### src/rtl/pio_pkg.sv
// Purpose: shared constants and types for the parallel port block
// Assumes: one CPU-side clock, decoded 3-bit port address, rw high for reads
// Notes: data latches carry no reset value by design
//
// Overview of operation
// - Each of the three bidirectional ports has eight lines, each with its own direction bit and latch bit.
// - A direction bit at one makes its pin an output.
// - A direction bit at zero makes its pin an undriven input.
// - Reset clears every direction bit so all bidirectional pins become inputs.
// - An output pin drives the matching bit of its port data latch.
// - A data write to an input pin updates its latch while the pin stays undriven.
// - A data write to an output pin updates its latch and the new value appears on the pin at once.
// - A port read returns the sampled pin level for every bit whose direction bit is zero.
// - A port read returns the latch contents for every bit whose direction bit is one.
// - A four-line input-only port sits on the upper bits with no direction register and is never driven.
// - Reading the input-only port gives zeros on the low four bits and pin levels on the high four.
// - Reset leaves the data latches untouched and clears the direction bits, the pin synchronisers and the read data register.
package pio_pkg;

  localparam int NUM_BIDIR = 3;
  localparam int PORT_W = 8;
  localparam int IN_W = 4;
  localparam int ADDR_W = 3;

  // Decoded register addresses
  localparam logic [ADDR_W-1:0] ADDR_DATA_A = 3'h0;
  localparam logic [ADDR_W-1:0] ADDR_DATA_B = 3'h1;
  localparam logic [ADDR_W-1:0] ADDR_DATA_C = 3'h2;
  localparam logic [ADDR_W-1:0] ADDR_DATA_D = 3'h3;
  localparam logic [ADDR_W-1:0] ADDR_DIR_A = 3'h4;
  localparam logic [ADDR_W-1:0] ADDR_DIR_B = 3'h5;
  localparam logic [ADDR_W-1:0] ADDR_DIR_D = 3'h7;

  localparam logic [PORT_W-1:0] DIR_RESET = 8'h00;
  localparam logic [PORT_W-1:0] SYNC_RESET = 8'h00;
  localparam logic [PORT_W-1:0] RDATA_RESET = 8'h00;
  localparam logic [PORT_W-1:0] UNMAPPED_READ = 8'h00;
  localparam logic [IN_W-1:0] IN_SYNC_RESET = 4'h0;
  localparam logic [IN_W-1:0] IN_LOW_FILL = 4'h0;

  typedef struct packed {
    logic sel;
    logic rw;
    logic [ADDR_W-1:0] addr;
    logic [PORT_W-1:0] wdata;
  } cpu_req_t;

  function automatic logic [ADDR_W-1:0] data_addr(input int idx);
    case (idx)
      0: data_addr = ADDR_DATA_A;
      1: data_addr = ADDR_DATA_B;
      default: data_addr = ADDR_DATA_D;
    endcase
  endfunction

  function automatic logic [ADDR_W-1:0] dir_addr(input int idx);
    case (idx)
      0: dir_addr = ADDR_DIR_A;
      1: dir_addr = ADDR_DIR_B;
      default: dir_addr = ADDR_DIR_D;
    endcase
  endfunction

  function automatic logic is_write(input cpu_req_t req, input logic [ADDR_W-1:0] addr);
    is_write = req.sel && !req.rw && (req.addr == addr);
  endfunction

  function automatic logic is_read(input cpu_req_t req, input logic [ADDR_W-1:0] addr);
    is_read = req.sel && req.rw && (req.addr == addr);
  endfunction

endpackage

### src/rtl/pio_port.sv
// Purpose: one eight-line bidirectional port with latch, direction and pin sampling
// Assumes: pin_in arrives asynchronously
// Notes: read_value is combinational; the parent registers it
`timescale 1ns/1ps
module pio_port import pio_pkg::*; (
  // Clock and reset
  input wire logic core_clk,
  input wire logic rst_n,
  // Register access
  input wire logic wr_data,
  input wire logic wr_dir,
  input wire logic [PORT_W-1:0] wdata,
  // Pin side
  input wire logic [PORT_W-1:0] pin_in,
  output logic [PORT_W-1:0] latch,
  output logic [PORT_W-1:0] dir,
  output logic [PORT_W-1:0] read_value
);

  logic [PORT_W-1:0] next_latch;
  logic [PORT_W-1:0] next_dir;
  logic [PORT_W-1:0] sync1;
  logic [PORT_W-1:0] sync2;

  always_comb begin
    next_latch = wr_data ? wdata : latch;
    next_dir = wr_dir ? wdata : dir;
    read_value = (dir & latch) | (~dir & sync2);
  end

  // No reset: latch content survives a reset
  always_ff @(posedge core_clk) begin
    latch <= next_latch;
  end

  always_ff @(posedge core_clk or negedge rst_n) begin
    if (!rst_n) begin
      dir <= DIR_RESET;
      sync1 <= SYNC_RESET;
      sync2 <= SYNC_RESET;
    end else begin
      dir <= next_dir;
      sync1 <= pin_in;
      sync2 <= sync1;
    end
  end

endmodule // pio_port

### src/rtl/parallel_io_ports.sv
// Purpose: three bidirectional ports and one input-only port behind CPU accesses
// Assumes: pins are asynchronous; the CPU request is synchronous to core_clk
// Notes: read data appears one cycle after the read request and then holds
`timescale 1ns/1ps
module parallel_io_ports import pio_pkg::*; (
  // Clock and reset
  input wire logic core_clk,
  input wire logic rst_n,
  // CPU access
  input wire cpu_req_t cpu_req,
  output logic [PORT_W-1:0] cpu_rdata,
  // First bidirectional port
  input wire logic [PORT_W-1:0] first_bidir_port_pins_in,
  output logic [PORT_W-1:0] first_bidir_port_pins_out,
  output logic [PORT_W-1:0] first_bidir_port_pins_oe,
  // Second bidirectional port
  input wire logic [PORT_W-1:0] second_bidir_port_pins_in,
  output logic [PORT_W-1:0] second_bidir_port_pins_out,
  output logic [PORT_W-1:0] second_bidir_port_pins_oe,
  // Third bidirectional port
  input wire logic [PORT_W-1:0] third_bidir_port_pins_in,
  output logic [PORT_W-1:0] third_bidir_port_pins_out,
  output logic [PORT_W-1:0] third_bidir_port_pins_oe,
  // Input-only port, upper nibble
  input wire logic [IN_W-1:0] input_only_port_pins
);

  logic [PORT_W-1:0] pin_in_arr [NUM_BIDIR];
  logic [PORT_W-1:0] latch_arr [NUM_BIDIR];
  logic [PORT_W-1:0] dir_arr [NUM_BIDIR];
  logic [PORT_W-1:0] rv_arr [NUM_BIDIR];
  logic [IN_W-1:0] in_sync1;
  logic [IN_W-1:0] in_sync2;
  logic [PORT_W-1:0] next_rdata;
  logic [IN_W-1:0] next_in_sync1;
  logic [IN_W-1:0] next_in_sync2;

  assign pin_in_arr[0] = first_bidir_port_pins_in;
  assign pin_in_arr[1] = second_bidir_port_pins_in;
  assign pin_in_arr[2] = third_bidir_port_pins_in;

  // Pin drivers are the port flops themselves, so pins never glitch on decode
  assign first_bidir_port_pins_out = latch_arr[0];
  assign second_bidir_port_pins_out = latch_arr[1];
  assign third_bidir_port_pins_out = latch_arr[2];
  assign first_bidir_port_pins_oe = dir_arr[0];
  assign second_bidir_port_pins_oe = dir_arr[1];
  assign third_bidir_port_pins_oe = dir_arr[2];

  for (genvar i = 0; i < NUM_BIDIR; i++) begin : g_port
    pio_port u_port (
      .core_clk(core_clk),
      .rst_n(rst_n),
      .wr_data(is_write(cpu_req, data_addr(i))),
      .wr_dir(is_write(cpu_req, dir_addr(i))),
      .wdata(cpu_req.wdata),
      .pin_in(pin_in_arr[i]),
      .latch(latch_arr[i]),
      .dir(dir_arr[i]),
      .read_value(rv_arr[i])
    );
  end

  // Read mux; rdata holds between reads
  always_comb begin
    next_in_sync1 = input_only_port_pins;
    next_in_sync2 = in_sync1;
    next_rdata = cpu_rdata;
    if (cpu_req.sel && cpu_req.rw) begin
      case (cpu_req.addr)
        ADDR_DATA_A: next_rdata = rv_arr[0];
        ADDR_DATA_B: next_rdata = rv_arr[1];
        ADDR_DATA_D: next_rdata = rv_arr[2];
        ADDR_DATA_C: next_rdata = {in_sync2, IN_LOW_FILL};
        ADDR_DIR_A: next_rdata = dir_arr[0];
        ADDR_DIR_B: next_rdata = dir_arr[1];
        ADDR_DIR_D: next_rdata = dir_arr[2];
        default: next_rdata = UNMAPPED_READ;
      endcase
    end
  end

  always_ff @(posedge core_clk or negedge rst_n) begin
    if (!rst_n) begin
      in_sync1 <= IN_SYNC_RESET;
      in_sync2 <= IN_SYNC_RESET;
      cpu_rdata <= RDATA_RESET;
    end else begin
      in_sync1 <= next_in_sync1;
      in_sync2 <= next_in_sync2;
      cpu_rdata <= next_rdata;
    end
  end

  // Per-port copies, so a fault confined to one port still shows
  localparam logic [ADDR_W-1:0] ADDR_UNMAPPED = 3'h6;
endmodule // parallel_io_ports

### config.mk
export PLATFORM = sky130hd
export DESIGN_NAME = parallel_io_ports
export DESIGN_NICKNAME = d
export VERILOG_FILES = /design/src/rtl/pio_pkg.sv /design/src/rtl/pio_port.sv /design/src/rtl/parallel_io_ports.sv
export SDC_FILE = /design/constraint.sdc
export NUM_CORES = 1
export LEC_CHECK = 0
export BUFFER_PORTS_ARGS = -buffer_cell sky130_fd_sc_hd__buf_4
export CORE_UTILIZATION = 30
export CTS_CLUSTER_DIAMETER = 120
export DETAILED_ROUTE_END_ITERATION = 8
export HOLD_SLACK_MARGIN = 0.02
export PLACE_DENSITY = 0.53
export RECOVER_POWER = 100
export SYNTH_ARGS = -nofsm -noshare
export SYNTH_HDL_FRONTEND = slang
export SYNTH_SLANG_ARGS = --single-unit
export TNS_END_PERCENT = 20
### constraint.sdc
create_clock -name core_clk -period 1.8 [get_ports core_clk]
set_input_delay 0 -clock core_clk [delete_from_list [all_inputs] [get_ports core_clk]]
set_output_delay 0 -clock core_clk [all_outputs]
set_load 0.05 [all_outputs]
-- Yosys cells after proc, flatten, opt, wreduce, memory -nomap -nowiden
Index checks and enable logic that the tools add are counted.
- bits in registers: 112
- latch bits: 0
- RAM bits: 0
- ROM bits: 0
- bits of input ports: 43
- output and inout port bits: 56
- word-level logic and storage cells: 44
- memories kept: 0
- $add $sub $neg: 0
- multiply operators: 0
- div/mod/pow operators: 0
- order comparisons: 0
- equality and inequality tests: 6
- shift-type cells: 0
- multiplexer cells: 1
- bitwise logic cells: 12
- reductions and logical operators: 10
- operators with widths (kind ; count):
    $pmux W8 S7 ; 1
    $and A8 B8 Y8 ; 6
    $not A8 Y8 ; 3
    $or A8 B8 Y8 ; 3
    $eq A3 B3 Y1 const B ; 3
    $logic_and A1 B1 Y1 ; 8
    $eq A3 B2 Y1 const B ; 2
    $eq A3 B1 Y1 const B ; 1
    $logic_not A3 Y1 ; 1
    $logic_not A1 Y1 ; 1

-- Logic depth before layout (Yosys ltp)
- depth in word-level cells: 4
- mapped depth: 6
- mapped depth without buffers: 4

-- By module
From an unflattened synthesis, not the netlist that was laid out.
- cells, all modules: 255
- area, all modules: 4242.8 um^2
- modules (own cells, without submodules) (module ; instances ; cells an instance ; area each (um^2) ; seq. area each (um^2)):
    pio_port ; 3 ; 49 ; 1062.3 ; 840.8
    parallel_io_ports ; 1 ; 108 ; 1056.0 ; 400.4

-- Worst setup path after synthesis
No wires, ideal clock.
- path type: register -> register
- start point: register g_port[2].u_port.dir[4]
- end point: register cpu_rdata[4]
- setup time: 130 ps
- arrival time: 1418 ps
- data required time: 1670 ps
- path slack: 252 ps
- cell stages (with the launch flop): 5
- buffers on the path: 0
- period minus slack after synthesis: 1548 ps
- cell sequence: dfrtp_1 and3_1 a21o_1 a2111oi_1 o21ai_1
- word-level cells in the longest chain between the ends: 4
- elaborated cells on any way between the ends: 5
- classes of those cells: mux: 1; bitwise: 4
- RTL lines (item ; line ; RTL):
    start: declaration ; pio_port.sv:16 ; output logic [PORT_W-1:0] dir,
    start signal: assignment ; pio_port.sv:42 ; dir <= next_dir;
    $not A8 Y8 ; pio_port.sv:28 ; read_value = (dir & latch) | (~dir & sync2);
    $and A8 B8 Y8 ; pio_port.sv:28 ;
    $or A8 B8 Y8 ; pio_port.sv:28 ;
    $pmux W8 S7 (*) ; parallel_io_ports.sv:70 ; case (cpu_req.addr)
    end signal: assignment ; parallel_io_ports.sv:91 ; cpu_rdata <= next_rdata;
    end: declaration ; parallel_io_ports.sv:11 ; output logic [PORT_W-1:0] cpu_rdata,
Mark *: on every way between the ends. The rest lies on a longest branch, timed or not.
A chain may end at the register's enable or synchronous reset.

-- Final worst setup path
- start point: input port cpu_req[11] in the netlist's numbering
- end point: register g_port[0].u_port.latch[0] (enable)
- word-level cells in the longest chain between the ends: 3
- RTL lines (item ; line ; RTL):
    start: declaration ; parallel_io_ports.sv:10 ; input wire cpu_req_t cpu_req,
    $logic_not A1 Y1 ; pio_pkg.sv:65 ; is_write = req.sel && !req.rw && (req.addr == addr);
    $logic_and A1 B1 Y1 (2 in series) ; pio_pkg.sv:65 ;
    net g_port[0].u_port.wr_data ; pio_port.sv:10 ; input wire logic wr_data,
    end signal: assignment ; pio_port.sv:33 ; latch <= next_latch;
    end: declaration ; pio_port.sv:15 ; output logic [PORT_W-1:0] latch,
The timed path passes the listed nets, and every way through them passes these cells.

==> flow_metrics.py <==
metrics = {
    "placed_design": {
        "io_buffers": 98,
        "hpwl_um": 6869,
        "pre_cts_ws_ns": 0.3676,
        "gp_congestion": 0.7706,
        "dp.cells": 531,
    },
    "finish": {
        "antenna_cells": 0,
        "fillers": 1282,
        "final_core_util": 0.4200,
        "area_delta_synth_final_pct": 33.90,
        "fin_cells": 586,
        "drive_above_1_share": 0.2029,
        "fin_nets": 452,
    },
    "routing": {
        "firstDrtPassIters": 4,
        "drt-total-wl_um": 9837,
        "vias_per_cell": 4.520,
        "final_antenna_net_count": 0,
        "drc": 0,
        "wl_per_cell_um": 16.79,
        "vias": 2649,
        "drtIter0Drc": 111,
    },
    "yosys": {
        "syn_area_um2": 4023,
        "ys.flop_type": "dfrtp_1",
        "ys_seq_area_frac": 0.7266,
        "yosys_warnings": 0,
        "synth_seq_cells": 112,
        "synthArstFlopShare": 0.7857,
        "synth_cell_types": 34,
        "syn_avg_cell_area_um2": 15.35,
        "yosys.area.top_type": "dfrtp_1",
        "yosysTopAreaCellShare": 0.5474,
        "netlist_top_cells_area": "dfrtp_1 55%, edfxtp_1 18%, mux2_2 7.0%",
        "synth_nets": 305,
        "synth_edf_count": 24,
        "syn_inst": 262,
    },
    "floorplanning": {
        "die_h_um": 117.8,
        "chipWidth_um": 117.8,
        "rows": 41,
        "dieArea_um2": 13880,
        "coreArea_um2": 12820,
        "ios": 99,
        "initial_core_util": 0.3137,
    },
    "timing": {
        "tightestPinTransition_ns": 0.9993,
        "final_max_slew_viol_count": 0,
        "tns_ns": 0,
        "finalCritPeriodShare": 0.8915,
        "fin_skew_ns": 0.009800,
        "finalWorstSetupSlack_ns": 0.1953,
        "hold_viol_final": 0,
        "finalSetupViolations": 0,
        "min_period_ns": 1.605,
        "rsz0062_at_grt": "no",
        "maxSlewHeadroom": 0.3338,
        "max_freq_ghz": 0.6232,
    },
    "clocking": {
        "cts_tree": "built",
        "cts_setup_buffers": 0,
        "post_cts_resized": 0,
        "cts_root_buf": "clkbuf_16",
        "cts_buffer_depth": 2,
        "htree_levels": 3,
        "cts.sinks": 112,
        "insertion_delay_ns": 0.34,
        "clk_pin_slew_ns": 0.07,
        "numCtsBuffers": 9,
    },
    "global_routing": {
        "grt-ovfl-total": 0,
        "track_usage": 0.1482,
        "grt_antenna_before_repair": 0,
        "grt_pass1_vias": 2652,
        "grt_pass1_wl_um": 15280,
        "grt_max_degree": 51,
    },
    "hold_path": {
        "worstHoldPathCells": 3,
        "hp-class": "input pin to flip-flop",
        "hp-start": "cpu_req[9]",
        "min_to": "cpu_rdata[3]$_DFFE_PN0P_",
    },
    "setup_path": {
        "crit_type": "input pin to flip-flop",
        "arrival_ns": 1.61,
        "cp-startpoint": "cpu_req[11]",
        "rr_worst_depth": 4,
        "path_max_fanout": 6,
        "rrSetupSlack_ns": 0.33,
        "crit_required_ns": 1.80,
        "end_kind": "flip-flop",
        "r2r_end": "cpu_rdata[7]$_DFFE_PN0P_",
        "startpoint_type": "input pin",
        "timing.rr.start": "g_port[2].u_port.dir[7]$_DFFE_PN0P_",
    },
    "run_status": {
        "status": "complete, no violations",
    },
    "run": {
        "maxCapViolCount": 0,
    },
    "power": {
        "p_per_area_nw_per_um2": 1178,
        "irDropWorstVdd_mv": 0.5100,
        "fin_total_pwr_uw": 6346,
        "power_leakage_uw": 0.002196,
    },
}
## power breakdown
| group | switching (µW) | internal, µW | total [µW] |
|---|---|---|---|
| Sequential | 189 | 2820 | 3010 |
| Clock | 853 | 1200 | 2060 |
| Combinational | 909 | 367 | 1280 |
## registers in the layout, indices dropped and copies added (netlist names)
name	cells
g_port.u_port.dir	24
g_port.u_port.latch	24
g_port.u_port.sync1	24
g_port.u_port.sync2	24
cpu_rdata	8
in_sync1	4
in_sync2	4
## cell type report
| type | count | area (µm²) | area share |
|---|---|---|---|
| clock buffers | 14 | 275.3 | 0.05110 |
| clock inverters | 2 | 37.54 | 0.006969 |
| inverters | 1 | 3.754 | 0.0006969 |
| multi-input cells | 139 | 1007 | 0.1870 |
| flip-flops and latches | 112 | 2923 | 0.5426 |
| well taps | 172 | 215.2 | 0.03995 |
| repair buffers | 146 | 924.6 | 0.1717 |
## timing repair
action                                  CTS  global route
hold buffers                             39             0
endpoints found under the setup margin    0             0
endpoints found under the hold margin   111             0
## logic make-up (layout without fill, tap and decap cells)
group           after synthesis  count (layout)  share of synthesized area
compound gates               55              55                    0.07838
buf+inv                      11             163                    0.01617
flops                       112             112                     0.7266
simple gates                 53              53                    0.09394
mux                          31              31                    0.08492
## cells in the final DEF, fill, tap and decap left out, drive strengths merged, types with 2 or more instances in the layout
cell type    synthesis  final
clkbuf               3    115
nand3b               2      2
or3b                18     18
a21o                 3      3
nand2               10     10
nor2                 7      7
mux2                25     25
and3                 3      3
dfrtp               88     88
dlygate4sd3          0     39
o21ai               23     23
a2111oi              3      3
buf                  7      6
edfxtp              24     24
nor3                 8      8
a21oi               20     20
o211ai               3      3
mux2i                6      6
## layer usage
layer,track usage,vias up,share of wire
met5,0,-,0
met4,0.04327,0,0.0076
met3,0.03343,6,0.040
met2,0.2235,76,0.47
met1,0.2126,1321,0.49
li1,-,1246,-
## critical path: stages
cell           delay, ns
dlygate4sd3_1       0.53
clkbuf_1            0.16
or3b_1              0.42
nor2_1              0.16
clkbuf_1            0.34
## worst max path at each step
stage / to / slack [ns]
4_1_cts: cpu_rdata[7]$_DFFE_PN0P_ / 0.35
3_3_place_gp: cpu_rdata[7]$_DFFE_PN0P_ / 0.35
3_5_place_dp: cpu_rdata[7]$_DFFE_PN0P_ / 0.37
6_report: g_port[0].u_port.latch[0]$_DFFE_PP_ / 0.20
5_1_grt: g_port[0].u_port.latch[6]$_DFFE_PP_ / 0.15
2_1_floorplan: cpu_rdata[4]$_DFFE_PN0P_ / 0.25
## through the flow
stage               area (µm²)  hold WS (ns)
floorplan                 4023       -0.2956
global placement          4980      0.005916
detailed placement        4980       0.01524
CTS                       5683       0.05803
global route              5386       0.09306
finish                    5386       0.07101
## synth_stat cells (all sizes together), types with 2 or more instances
cell type	n
nand2	10
a21o	3
nor2	7
clkbuf	3
o211ai	3
buf	7
a2111oi	3
o21ai	23
and3	3
a21oi	20
nor3	8
mux2i	6
dfrtp	88
edfxtp	24
mux2	25
or3b	18
nand3b	2
Power figures use the tool's default switching activity.
